===== src/core/cfrc_pkg.sv =====
`default_nettype none
package cfrc_pkg;
	// two-bit charge state encoding
	localparam logic [1:0] ST_READY = 2'h0;
	localparam logic [1:0] ST_PROGRESS = 2'h1;
	localparam logic [1:0] ST_DONE = 2'h2;
	localparam logic [1:0] ST_FAULT = 2'h3;
	// thermistor zone encoding, also used for the fault field
	localparam logic [2:0] TS_NORMAL = 3'h0;
	localparam logic [2:0] TS_COLD = 3'h1;
	localparam logic [2:0] TS_COOL = 3'h2;
	localparam logic [2:0] TS_WARM = 3'h3;
	localparam logic [2:0] TS_HOT = 3'h4;
	// bit positions in the synchronised input vector
	localparam int IN_OV = 0;
	localparam int IN_UV = 1;
	localparam int IN_ILIM = 2;
	localparam int IN_BATUV = 3;
	localparam int IN_TMR = 4;
	localparam int IN_DPM = 5;
	localparam int IN_DONE = 6;
	localparam int IN_RCHG = 7;
	localparam int IN_CHGEN = 8;
	localparam int IN_SYSEN = 9;
	localparam int IN_LSEN = 10;
	localparam int IN_TS_LO = 11;
	localparam int IN_W = 14;
	// warm-zone regulation drop and cool-zone current shift
	localparam logic [7:0] VREG_DROP_MV = 8'h8C;
	localparam logic [7:0] VREG_DROP_NONE = 8'h00;
	localparam logic [1:0] CHARGE_CURRENT_SETTING_SHIFT_HALF = 2'h1;
	localparam logic [1:0] CHARGE_CURRENT_SETTING_SHIFT_NONE = 2'h0;
	// interrupt pulse length
	localparam int INT_PULSE_US = 128;
	localparam int CLK_FREQ_MHZ = 100;
	localparam int INT_PULSE_CYCLES = INT_PULSE_US * CLK_FREQ_MHZ;
	localparam int PULSE_CNT_W = 16;
endpackage
`default_nettype wire


===== src/core/cfrc_top.sv =====
`timescale 1ns/1ps
`default_nettype none
module cfrc_top #(
	parameter int INT_CYCLES = cfrc_pkg::INT_PULSE_CYCLES
) (
	input wire logic mclk,
	input wire logic reset_n,
	input wire logic input_overvoltage,
	input wire logic input_undervoltage,
	input wire logic input_current_limit_event,
	input wire logic battery_undervoltage,
	input wire logic safety_timer_expired,
	input wire logic input_dynamic_power_management,
	input wire logic charge_complete,
	input wire logic below_recharge_threshold,
	input wire logic charge_enable,
	input wire logic system_rail_enable,
	input wire logic load_switch_rail_enable,
	input wire logic [2:0] thermistor_zone,
	output var logic [1:0] charge_state,
	output var logic int_n,
	output var logic power_good_output,
	output var logic input_overvoltage_status,
	output var logic input_undervoltage_status,
	output var logic battery_undervoltage_status,
	output var logic timer_fault_status,
	output var logic dynamic_power_management_status_bit,
	output var logic [2:0] thermistor_fault_field,
	output var logic charger_on,
	output var logic precharge_mode,
	output var logic input_current_clamp,
	output var logic input_current_reduce,
	output var logic [1:0] charge_current_shift,
	output var logic [7:0] battery_regulation_voltage_drop_mv,
	output var logic recharge_watch,
	output var logic system_rail_on,
	output var logic system_rail_from_battery,
	output var logic load_switch_rail_on,
	output var logic load_switch_rail_from_battery,
	output var logic thermistor_function_on
);
	typedef struct packed {
		logic [cfrc_pkg::IN_W-1:0] sync1;
		logic [cfrc_pkg::IN_W-1:0] sync2;
		logic [cfrc_pkg::IN_W-1:0] prev;
		logic [2:0] zone;
		logic [2:0] zone_prev;
		logic done;
		logic [1:0] state;
		logic pg;
		logic ov;
		logic uv;
		logic batuv;
		logic tmr;
		logic dpm;
		logic [2:0] tsf;
		logic chg;
		logic pre;
		logic clamp;
		logic reduce;
		logic [1:0] shift;
		logic [7:0] drop;
		logic sys_on;
		logic sys_bat;
		logic ls_on;
		logic ls_bat;
		logic ts_on;
		logic [cfrc_pkg::PULSE_CNT_W-1:0] since_trig;
	} cfrc_state_s;

	cfrc_state_s s_ff;
	cfrc_state_s nxt_s;
	logic [cfrc_pkg::IN_W-1:0] pins;
	logic [cfrc_pkg::IN_W-1:0] c;
	logic [2:0] ts;
	logic [2:0] zone_raw;
	logic vin_bad;
	logic vin_valid;
	logic cold_hot;
	logic any_fault;
	logic trig;
	logic pulse_n;

	assign pins = {thermistor_zone, load_switch_rail_enable, system_rail_enable, charge_enable,
		below_recharge_threshold, charge_complete, input_dynamic_power_management,
		safety_timer_expired, battery_undervoltage, input_current_limit_event,
		input_undervoltage, input_overvoltage};
	assign c = s_ff.sync2;
	assign zone_raw = c[cfrc_pkg::IN_TS_LO +: 3];
	// zone bits may settle on different edges, so a zone counts once seen on two edges
	assign ts = s_ff.zone;
	assign vin_bad = c[cfrc_pkg::IN_OV] | c[cfrc_pkg::IN_UV];
	assign vin_valid = !vin_bad;
	assign cold_hot = (ts == cfrc_pkg::TS_COLD) || (ts == cfrc_pkg::TS_HOT);
	assign any_fault = vin_bad | c[cfrc_pkg::IN_BATUV] | c[cfrc_pkg::IN_TMR]
		| c[cfrc_pkg::IN_DPM] | (ts != cfrc_pkg::TS_NORMAL);

	// any new condition except the recharge request, or a change into any non-normal zone, raises the interrupt
	always_comb
	begin
		trig = |(c[cfrc_pkg::IN_DONE:cfrc_pkg::IN_OV] & ~s_ff.prev[cfrc_pkg::IN_DONE:cfrc_pkg::IN_OV]);
		if ((ts != s_ff.zone_prev) && (ts != cfrc_pkg::TS_NORMAL))
			trig = 1'h1;
	end

	always_comb
	begin
		nxt_s = s_ff;
		nxt_s.sync1 = pins;
		nxt_s.sync2 = s_ff.sync1;
		nxt_s.prev = c;
		nxt_s.zone = (zone_raw == s_ff.prev[cfrc_pkg::IN_TS_LO +: 3]) ? zone_raw : s_ff.zone;
		nxt_s.zone_prev = ts;
		// done holds until the battery sags below the recharge level, charging is withdrawn or the input goes bad;
		// a completion edge beats a recharge request in the same cycle
		nxt_s.done = ((c[cfrc_pkg::IN_DONE] & !s_ff.prev[cfrc_pkg::IN_DONE])
			| (s_ff.done & !c[cfrc_pkg::IN_RCHG]))
			& c[cfrc_pkg::IN_CHGEN] & vin_valid;
		if (any_fault)
			nxt_s.state = cfrc_pkg::ST_FAULT;
		else if (nxt_s.done)
			nxt_s.state = cfrc_pkg::ST_DONE;
		else if (c[cfrc_pkg::IN_ILIM] || c[cfrc_pkg::IN_CHGEN])
			nxt_s.state = cfrc_pkg::ST_PROGRESS;
		else
			nxt_s.state = cfrc_pkg::ST_READY;
		nxt_s.pg = vin_valid;
		nxt_s.ov = c[cfrc_pkg::IN_OV];
		nxt_s.uv = c[cfrc_pkg::IN_UV];
		nxt_s.batuv = c[cfrc_pkg::IN_BATUV];
		nxt_s.tmr = c[cfrc_pkg::IN_TMR];
		nxt_s.dpm = c[cfrc_pkg::IN_DPM];
		nxt_s.tsf = ts;
		nxt_s.chg = c[cfrc_pkg::IN_CHGEN] & vin_valid & !c[cfrc_pkg::IN_TMR]
			& !cold_hot & !nxt_s.done;
		nxt_s.pre = nxt_s.chg & c[cfrc_pkg::IN_BATUV];
		nxt_s.clamp = nxt_s.chg & c[cfrc_pkg::IN_ILIM];
		nxt_s.reduce = nxt_s.chg & c[cfrc_pkg::IN_DPM];
		nxt_s.shift = (ts == cfrc_pkg::TS_COOL) ? cfrc_pkg::CHARGE_CURRENT_SETTING_SHIFT_HALF
			: cfrc_pkg::CHARGE_CURRENT_SETTING_SHIFT_NONE;
		nxt_s.drop = (ts == cfrc_pkg::TS_WARM) ? cfrc_pkg::VREG_DROP_MV
			: cfrc_pkg::VREG_DROP_NONE;
		// battery undervoltage overrides the on-battery hold of a bad input
		if (c[cfrc_pkg::IN_BATUV])
		begin
			nxt_s.sys_on = c[cfrc_pkg::IN_SYSEN] & vin_valid;
			nxt_s.ls_on = c[cfrc_pkg::IN_LSEN] & vin_valid;
		end
		else
		begin
			nxt_s.sys_on = vin_bad | c[cfrc_pkg::IN_SYSEN];
			nxt_s.ls_on = vin_bad | c[cfrc_pkg::IN_LSEN];
		end
		nxt_s.sys_bat = vin_bad;
		nxt_s.ls_bat = vin_bad;
		nxt_s.ts_on = vin_valid & !c[cfrc_pkg::IN_TMR];
		if (trig)
			nxt_s.since_trig = cfrc_pkg::PULSE_CNT_W'(1);
		else if (s_ff.since_trig != '1)
			nxt_s.since_trig = s_ff.since_trig + 1'h1;
	end

	always_ff @(posedge mclk or negedge reset_n)
	begin
		if (!reset_n)
			s_ff <= '0;
		else
			s_ff <= nxt_s;
	end

	cfrc_pulse #(
		.CYCLES(INT_CYCLES)
	) u_pulse (
		.mclk(mclk),
		.reset_n(reset_n),
		.trig(trig),
		.int_n(pulse_n)
	);

	assign charge_state = s_ff.state;
	assign int_n = pulse_n;
	assign power_good_output = s_ff.pg;
	assign input_overvoltage_status = s_ff.ov;
	assign input_undervoltage_status = s_ff.uv;
	assign battery_undervoltage_status = s_ff.batuv;
	assign timer_fault_status = s_ff.tmr;
	assign dynamic_power_management_status_bit = s_ff.dpm;
	assign thermistor_fault_field = s_ff.tsf;
	assign charger_on = s_ff.chg;
	assign precharge_mode = s_ff.pre;
	assign input_current_clamp = s_ff.clamp;
	assign input_current_reduce = s_ff.reduce;
	assign charge_current_shift = s_ff.shift;
	assign battery_regulation_voltage_drop_mv = s_ff.drop;
	assign recharge_watch = s_ff.done;
	assign system_rail_on = s_ff.sys_on;
	assign system_rail_from_battery = s_ff.sys_bat;
	assign load_switch_rail_on = s_ff.ls_on;
	assign load_switch_rail_from_battery = s_ff.ls_bat;
	assign thermistor_function_on = s_ff.ts_on;
endmodule
`default_nettype wire


===== src/core/cfrc_pulse.sv =====
`timescale 1ns/1ps
`default_nettype none
module cfrc_pulse #(
	parameter int CYCLES = cfrc_pkg::INT_PULSE_CYCLES
) (
	input wire logic mclk,
	input wire logic reset_n,
	input wire logic trig,
	output var logic int_n
);
	typedef struct packed {
		logic [cfrc_pkg::PULSE_CNT_W-1:0] cnt;
		logic int_n;
	} cfrc_pulse_s;

	cfrc_pulse_s s_ff;
	cfrc_pulse_s nxt_s;

	// a new event restarts the pulse rather than queueing a second one
	always_comb
	begin
		nxt_s = s_ff;
		if (trig)
		begin
			nxt_s.cnt = cfrc_pkg::PULSE_CNT_W'(CYCLES - 1);
			nxt_s.int_n = 1'h0;
		end
		else if (s_ff.cnt != '0)
			nxt_s.cnt = s_ff.cnt - 1'h1;
		else
			nxt_s.int_n = 1'h1;
	end

	always_ff @(posedge mclk or negedge reset_n)
	begin
		if (!reset_n)
		begin
			s_ff.cnt <= '0;
			s_ff.int_n <= 1'h1;
		end
		else
			s_ff <= nxt_s;
	end

	assign int_n = s_ff.int_n;
endmodule
`default_nettype wire


===== config.mk =====
export PLATFORM = sky130hd
export DESIGN_NAME = cfrc_top
export DESIGN_NICKNAME = d
export VERILOG_FILES = /design/src/core/cfrc_pkg.sv /design/src/core/cfrc_top.sv /design/src/core/cfrc_pulse.sv
export SDC_FILE = /design/constraint.sdc
export NUM_CORES = 1
export LEC_CHECK = 0
export BUFFER_PORTS_ARGS = -buffer_cell sky130_fd_sc_hd__buf_2
export CORE_ASPECT_RATIO = 0.7
export CORE_MARGIN = 1.5
export CORE_UTILIZATION = 25
export CTS_CLUSTER_DIAMETER = 200
export DETAILED_ROUTE_END_ITERATION = 6
export SETUP_SLACK_MARGIN = 0.02
export SLEW_MARGIN = 20
export SYNTH_ARGS = -nofsm -noshare
export SYNTH_HDL_FRONTEND = slang
export SYNTH_SLANG_ARGS = --single-unit
export TNS_END_PERCENT = 20

===== constraint.sdc =====
create_clock -name mclk -period 3.3 [get_ports mclk]
set_clock_uncertainty 0.05 [all_clocks]
set_input_delay 0.825 -clock mclk [delete_from_list [all_inputs] [get_ports mclk]]
set_output_delay 0.825 -clock mclk [all_outputs]
set_load 0.02 [all_outputs]

==> results of run 1 <==
-- cells in the mapped netlist (2+ instances only) --
master    number
xor2_1         2
nor2_1         7
nand2_1       19
a21boi_1       2
o21ai_0        9
or3_1          7
o31ai_1        2
a21oi_1        5
nor3_1         5
buf_2          2
dfrtp_1       74
buf_4         16
nor4_1         2
xnor2_1        9
nor3_2         2
and2_1         5
o21a_1         2
inv_1         10
or2_2          2
mux2_2         2
o211ai_1       2
nor2b_1        5
nand3_1        4
or4_1          3
a31oi_1        3
-- worst max-delay path by stage --
stage	endpoint	cells after the start
floorplan	u_pulse.s_ff[11]$_DFFE_PN0P_	7
global placement	u_pulse.s_ff[11]$_DFFE_PN0P_	6
detailed placement	u_pulse.s_ff[11]$_DFFE_PN0P_	6
CTS	u_pulse.s_ff[8]$_DFFE_PN0P_	7
global route	u_pulse.s_ff[8]$_DFFE_PN0P_	7
finish	u_pulse.s_ff[8]$_DFFE_PN0P_	7
-- layer usage --
metal / routed length (µm) / vias to the layer above / part of all wire / track usage
met5: 0 / - / 0 / 0
met4: 85 / 0 / 0.017 / 0.0506
met3: 219 / 8 / 0.044 / 0.0361
met2: 2360 / 40 / 0.47 / 0.142
met1: 2310 / 880 / 0.46 / 0.113
li1: - / 836 / - / -
-- logic make-up (layout without fill, tap and decap cells) --
logic type      count (synthesis)  after routing
compound gates                 34             34
xor+xnor                       11             11
fa+ha+maj                       1              1
buf+inv                        30             69
flops                          75             75
mux                             3              3
other cells                     1              6
simple gates                   72             72
-- metrics by stage --
step           total power (W)  worst slack, ps  instance area, µm²
6_report               0.00235             1110                3520
5_1_grt                0.00245              873                3520
4_1_cts                0.00238             1110                3520
3_5_place_dp           0.00127             1110                3180
3_3_place_gp           0.00126             1180                3180
2_1_floorplan          0.00121             1210                2900
-- state kept, by name (all words and copies together), names as in the netlist, 2 cells and up --
name                    flops
charge_state                2
nxt_s                      14
ts                          3
s_ff                       10
thermistor_fault_field      3
u_pulse.s_ff               16
c                          14
-- power by group through the flow --
| stage | clock [W] | sequential (W) | combinational, W |
|---|---|---|---|
| after detailed placement | 0 | 0.00105 | 0.000213 |
| after CTS | 0.00113 | 0.00104 | 0.000215 |
| after global placement | 0 | 0.00105 | 0.000208 |
| after floorplan | 0 | 0.00104 | 0.000178 |
| after global routing | 0.00118 | 0.00105 | 0.000228 |
| final | 0.00111 | 0.00104 | 0.000209 |
-- final cells by class --
| cell class | instances | area (µm²) | share of cell area |
|---|---|---|---|
| clock buffer | 10 | 229 | 0.0651 |
| timing repair buffer | 43 | 233 | 0.0662 |
| tap | 153 | 191 | 0.0544 |
| multi-input combinational | 127 | 836 | 0.238 |
| sequential | 75 | 1880 | 0.534 |
| inverter | 10 | 37.5 | 0.0107 |
| clock inverter | 6 | 113 | 0.0320 |
==> summary.md, run 1 <==
| Metric | Value |
|---|---|
| Run status | `complete, no violations` |
| Worst VDD drop | `between 0.3 and 0.4 mV` |
| Post-route ant nets | `0` |
| Combinational power share | `0.089` |
| Num CTS Buffers | `9` |
| Placed insts | `408` |
| Core area | `~11000 µm²` |
| Int Power | `0.00180 W` |
| Post-CTS sizing | `0` |
| Number of synthesized flops with an enable pin | `0` |
| Nets | `roughly 280` |
| Critical Path RT | `about 3500 ps` |
| Layout cells sized above 1 | `0.269` |
| Worst Hold Launch | `nxt_s[69]$_DFF_PN0_` |
| CP Launch Type | `flip-flop` |
| Post-Syn Instances | `227` |
| RSZ-0062 raised after global routing | `no` |
| Cell taking the most area after synthesis | `dfrtp_1` |
| Max-cap violations | `0` |
| Hold Crit Class | `reg2reg` |
| CTS tree | `yes` |
| Worst hold slack | `296 ps` |
| Detailed Route Iter0 Violations | `83` |
| Wirelength per Cell | `11.7 µm` |
| Post-Synth Adder-Cell Area | `0.00435` |
| Yosys Warn Count | `0` |
| Initial antenna violation count | `0` |
| Clock sinks | `75` |
| Post-DP HPWL | `3460 µm` |
| Top delay family on crit path | `simple AND/OR/NAND/NOR gates` |
| Maximum clock rate | `456 MHz` |
| CTS H-tree lvls | `3` |
| Most common cell after layout, fill and taps aside | `dfrtp_1` |
| Synth Area in XOR/XNOR | `0.0335` |
| Mapped cell area | `about 2900 µm²` |
| Hold EP | `c[2]$_DFF_PN0_` |
| Most common flop cell mapped by yosys | `dfrtp_1` |
| Psw | `0.000550 W` |
| Via count | `between 1500 and 2000` |
| Clk buf depth | `2` |
| Number of placed I/O pins | `48` |
| Crit share post-route | `0.664` |
| Synth Area in Simple Gates | `0.148` |
| Netlist cell types | `between 50 and 60` |
| Clock latency on the worst-skew pair | `330 ps` |
| Max-Slew Margin vs Limit | `0.575` |
| Top post-synthesis cells by area | `dfrtp_1, buf_4, xnor2_1` |
| Synth Area in Compound Gates | `0.0857` |
| Largest net degree at the start of global routing | `48` |
| Crit path cell chain | `inv_1 > ha_1 > or3b_4 > nor4_4 > nand2_1 > and4_1 > o21ai_0` |
| # diodes | `0` |
| Most frequent cells in the layout | `dfrtp_1, buf_2, nand2_1` |
| Clock root buffer | `clkbuf_16` |
| Postcts setup bufs | `0` |
| Power density over cell area | `669 nW/µm²` |
| Critical path's slowest cell | `or3b_4` |
| Final WL | `4970 µm` |
| Crit path capture type | `flip-flop` |
| Rows | `32` |
| Multiplexer share of the synthesized area | `0.0113` |
| Clock Power Share | `0.471` |
| Sw Share | `0.234` |
| WP buf/inv | `1` |
| Residual DRC | `0` |
| CP arrival | `2390 ps` |
| Largest family of logic cells by synthesized area | `simple AND/OR/NAND/NOR gates` |
| Die H | `a little over 90 µm` |
| Die width | `131 µm` |
| Sequential share of the synthesized area | `0.653` |
| Synth top area share | `0.643` |
| Reg-to-reg critical path endpoint | `u_pulse.s_ff[8]$_DFFE_PN0P_` |
| Synthesis-stage register bit count | `between 70 and 80` |
| Filler cells | `roughly 1100` |
| Worst reg2reg setup slack | `1110 ps` |
| Final Util | `0.316` |
| Area added between synthesis and finish | `22.2%` |
| Async set-reset flop share out of synthesis | `1.00` |
| First-pass GRT wire length | `8670 µm` |
| Final Max Tran Viols | `0` |
| Hold_buf cts | `0` |
| R2r worst-path depth | `7` |
| Worst slew pin tran | `~640 ps` |
| CP max FO | `6` |
| Reg-to-Reg Start | `u_pulse.s_ff[1]$_DFFE_PN0P_` |
| PortBufs | `41` |
| Endpoints failing setup | `0` |
| Period minus WS final | `2190 ps` |
| Part of the power in registers | `0.440` |
| Worst-path clk slew | `approximately 60 ps` |
| Die footprint | `12200 µm²` |
| Drt first pass iters | `4` |
| WHS Path Cells | `0` |
| Final hold violations | `0` |
| Non-filler cells in the finished layout | `424` |
| GRT Total Usage | `0.0926` |
| Initial Utilization | `0.259` |
| Total congestion overflow | `0` |
| Vias in the first global route | `1796` |
| Crit path largest cell delay | `420 ps` |
| Critical setup path kind | `reg2reg` |
| Critical Path Start | `u_pulse.s_ff[1]$_DFFE_PN0P_` |
| Via density | `4.16` |
| Leak | `1.52 nW` |
| Setup_tns | `0 ps` |
| GPL Wtd Cong | `between 0.7 and 0.8` |
| Post-Syn Area per Cell | `~13 µm²` |
(Power assumes the default switching activity.)
==> run 2, diff against run 1 <==
ABC_AREA = 1   (was unset)
clock period = 2.2 ns   (was 3.3 ns; I/O delays follow)
==> summary.md, run 2 <==
| Metric | Value |
|---|---|
| Run status | `complete, no violations` |
| Final WL | `5330 µm (+7.2%)` |
| Mapped cell area | `2980 µm² (+3.6%)` |
| Worst slack, placed | `567 ps (-539 ps)` |
| Post-Syn Instances | `295 (+30%)` |
| Part of the power in registers | `0.460 (+0.020)` |
| Crit path cell chain | `inv_1 > ha_1 > nand2_2 > nor2_1 > nand3_1 > xor2_1 > nand2_1` |
| Clk buf depth | `2 (unchanged)` |
| Max-Slew Margin vs Limit | `0.665 (+0.0893)` |
| Via density | `3.82 (-8.2%)` |
| Sequential share of the synthesized area | `0.630 (-0.0225)` |
| Psw | `0.000853 W (+55%)` |
| Combinational power share | `0.099 (+0.010)` |
| Core area | `11600 µm² (+4.6%)` |
| Most common cell after layout, fill and taps aside | `dfrtp_1` |
| PortBufs | `41 (unchanged)` |
| CTS H-tree lvls | `3 (unchanged)` |
| Biggest register | `u_pulse.s_ff` |
| Nets | `352 (+24%)` |
| Setup_tns | `0 ps (unchanged)` |
| Worst hold slack | `114 ps (-182 ps)` |
| Yosys Warn Count | `0 (unchanged)` |
| Multi-input logic area | `806 µm² (-3.6%)` |
| CP max FO | `4 (-2)` |
| Residual DRC | `0 (unchanged)` |
| Critical path's slowest cell | `dfrtp_1` |
| Crit share post-route | `0.748 (+0.0844)` |
| Period minus WS final | `1650 ps (-545 ps)` |
| Sw Share | `0.258 (+0.0244)` |
| Rows | `33 (+3.1%)` |
| Vias in the first global route | `1823 (+1.5%)` |
| Number of placed I/O pins | `48 (unchanged)` |
| Top delay family on crit path | `simple AND/OR/NAND/NOR gates` |
| CP Launch Type | `flip-flop` |
| CP arrival | `1790 ps (-600 ps)` |
| Clock Power Share | `0.441 (-0.030)` |
| Initial antenna violation count | `0 (unchanged)` |
| Post-route ant nets | `0 (unchanged)` |
| Most frequent cells in the layout | `dfrtp_1, nand2_1, inv_1` |
| Highest routed layer | `met4` |
| Die footprint | `12600 µm² (+3.5%)` |
| Endpoints failing setup | `0 (unchanged)` |
| Total congestion overflow | `0 (unchanged)` |
| Largest net degree at the start of global routing | `43 (-10%)` |
| Int Power | `0.00245 W (+36%)` |
| Detailed Route Iter0 Violations | `100 (+20%)` |
| Synth top area share | `0.621 (-0.0222)` |
| Number of flip-flops in the largest register | `16 (unchanged)` |
| Crit path capture type | `flip-flop` |
| Wirelength per Cell | `10.7 µm (-8.5%)` |
| Worst VDD drop | `0.452 mV (+46%)` |
| Post-Syn Area per Cell | `10.1 µm² (-20%)` |
| Post-DP HPWL | `3840 µm (+11%)` |
| Cell taking the most area after synthesis | `dfrtp_1` |
| Filler cells | `1229 (+7.3%)` |
| Worst slew pin tran | `502 ps (-135 ps)` |
| Final Max Tran Viols | `0 (unchanged)` |
| Most common flop cell mapped by yosys | `dfrtp_1` |
| Top post-synthesis cells by area | `dfrtp_1, nand2_1, inv_1` |
| GRT Total Usage | `0.0933 (+0.000689)` |
| Area added between synthesis and finish | `19.9%` |
| Critical setup path kind | `reg2reg` |
| Met1 Wirelength | `2710 µm (+17%)` |
| Post-CTS sizing | `0 (unchanged)` |
| Via count | `1899 (+7.7%)` |
| Drt first pass iters | `4 (unchanged)` |
| Max-cap violations | `0 (unchanged)` |
| Postcts setup bufs | `0 (unchanged)` |
| Die width | `134 µm (+1.7%)` |
| Critical Path RT | `2350 ps (-1150 ps)` |
| Register Area | `1880 µm² (unchanged)` |
| RSZ-0062 raised after global routing | `no` |
| # diodes | `0 (unchanged)` |
| Post-synth top cells | `dfrtp_1, nand2_1, inv_1` |
| Hold_buf cts | `0 (unchanged)` |
| First-pass GRT wire length | `8910 µm (+2.9%)` |
| Leak | `1.74 nW (+15%)` |
| Crit path largest cell delay | `360 ps (-60 ps)` |
| Synthesis-stage register bit count | `75 (unchanged)` |
| Die H | `94.4 µm (+1.7%)` |
| CTS tree | `yes` |
| Pwr Total | `0.00331 W (+40%)` |
| Metal2 WL | `2280 µm (-3.1%)` |
| Worst-path clk slew | `60 ps (about the same)` |
| Clock latency on the worst-skew pair | `330 ps (about the same)` |
| Most frequent cell after synthesis | `dfrtp_1` |
| Final hold violations | `0 (unchanged)` |
| WP buf/inv | `1 (unchanged)` |
| Hold Crit Class | `in2async` |
| Netlist cell types | `29 (-43%)` |
| Clock sinks | `75 (unchanged)` |
| Clock root buffer | `clkbuf_16` |
| Async set-reset flop share out of synthesis | `1.00 (unchanged)` |
| PnR worst setup slack | `553 ps (-555 ps)` |
| Num CTS Buffers | `9 (unchanged)` |
| Layout cells sized above 1 | `0.224 (-0.0458)` |
| GPL Wtd Cong | `0.831 (+11%)` |
| Power density over cell area | `925 nW/µm² (+38%)` |
| Wire length on met3 | `293 µm (+34%)` |
| Number of synthesized flops with an enable pin | `0 (unchanged)` |
| Initial Utilization | `0.256 (-0.00258)` |
| Maximum clock rate | `607 MHz (+33%)` |
| Final Util | `0.307 (-0.00919)` |
==> run 2: power by group through the flow <==
stage / Clock [W] / Sequential (W) / Combinational (W)
6_report: 0.00146 / 0.00152 / 0.000326
5_1_grt: 0.00157 / 0.00153 / 0.000365
4_1_cts: 0.00151 / 0.00152 / 0.000335
3_5_place_dp: 0 / 0.00155 / 0.000333
3_3_place_gp: 0 / 0.00154 / 0.000326
2_1_floorplan: 0 / 0.00155 / 0.000251
==> run 2: routing by layer <==
layer / GRT usage / vias to the layer above
met5: 0 / -
li1: - / 955
met4: 0.0326 / 0
met2: 0.133 / 57
met1: 0.129 / 882
met3: 0.0370 / 5
==> run 2: kinds of logic (layout without fill, tap and decap cells) <==
kind of cell | Yosys count | after routing | synth area share
adders and majority gates | 1 | 1 | 0.00420
other | 1 | 6 | 0.00126
and+or+nand+nor | 130 | 130 | 0.187
xor gates and xnor gates | 11 | 11 | 0.0323
DFF | 75 | 75 | 0.630
buffers and inverters | 61 | 101 | 0.106
AOI/OAI and AO/OA | 16 | 16 | 0.0395
==> run 2: area by class of cell <==
cell class / count / share of cell area
timing repair buffer: 42 / 0.0637
inverter: 43 / 0.0459
clock buffer: 10 / 0.0641
multi-input combinational: 164 / 0.226
sequential: 75 / 0.526
tap: 157 / 0.0550
clock inverter: 6 / 0.0200
==> run 2: path summary, 6_finish.rpt <==
check	startpoint	cells past startpoint	endpoint	slack, ps
min in group mclk	battery_undervoltage	1	nxt_s[70]$_DFF_PN0_	270
setup / recovery	u_pulse.s_ff[1]$_DFFE_PN0P_	7	u_pulse.s_ff[1]$_DFFE_PN0P_	550
hold reg to reg	nxt_s[75]$_DFF_PN0_	0	c[8]$_DFF_PN0_	300
hold / removal	reset_n	1	charge_current_shift[0]$_DFF_PN0_	110
setup reg to reg	u_pulse.s_ff[1]$_DFFE_PN0P_	7	u_pulse.s_ff[1]$_DFFE_PN0P_	550
max in group asynchronous	reset_n	2	u_pulse.int_n$_DFFE_PN1P_	1370
==> run 2: metrics by stage <==
step | area (µm²) | instances
floorplan | 3000 | 300
global placement | 3270 | 481
detailed placement | 3270 | 481
CTS | 3570 | 497
global route | 3570 | 497
finish | 3570 | 497
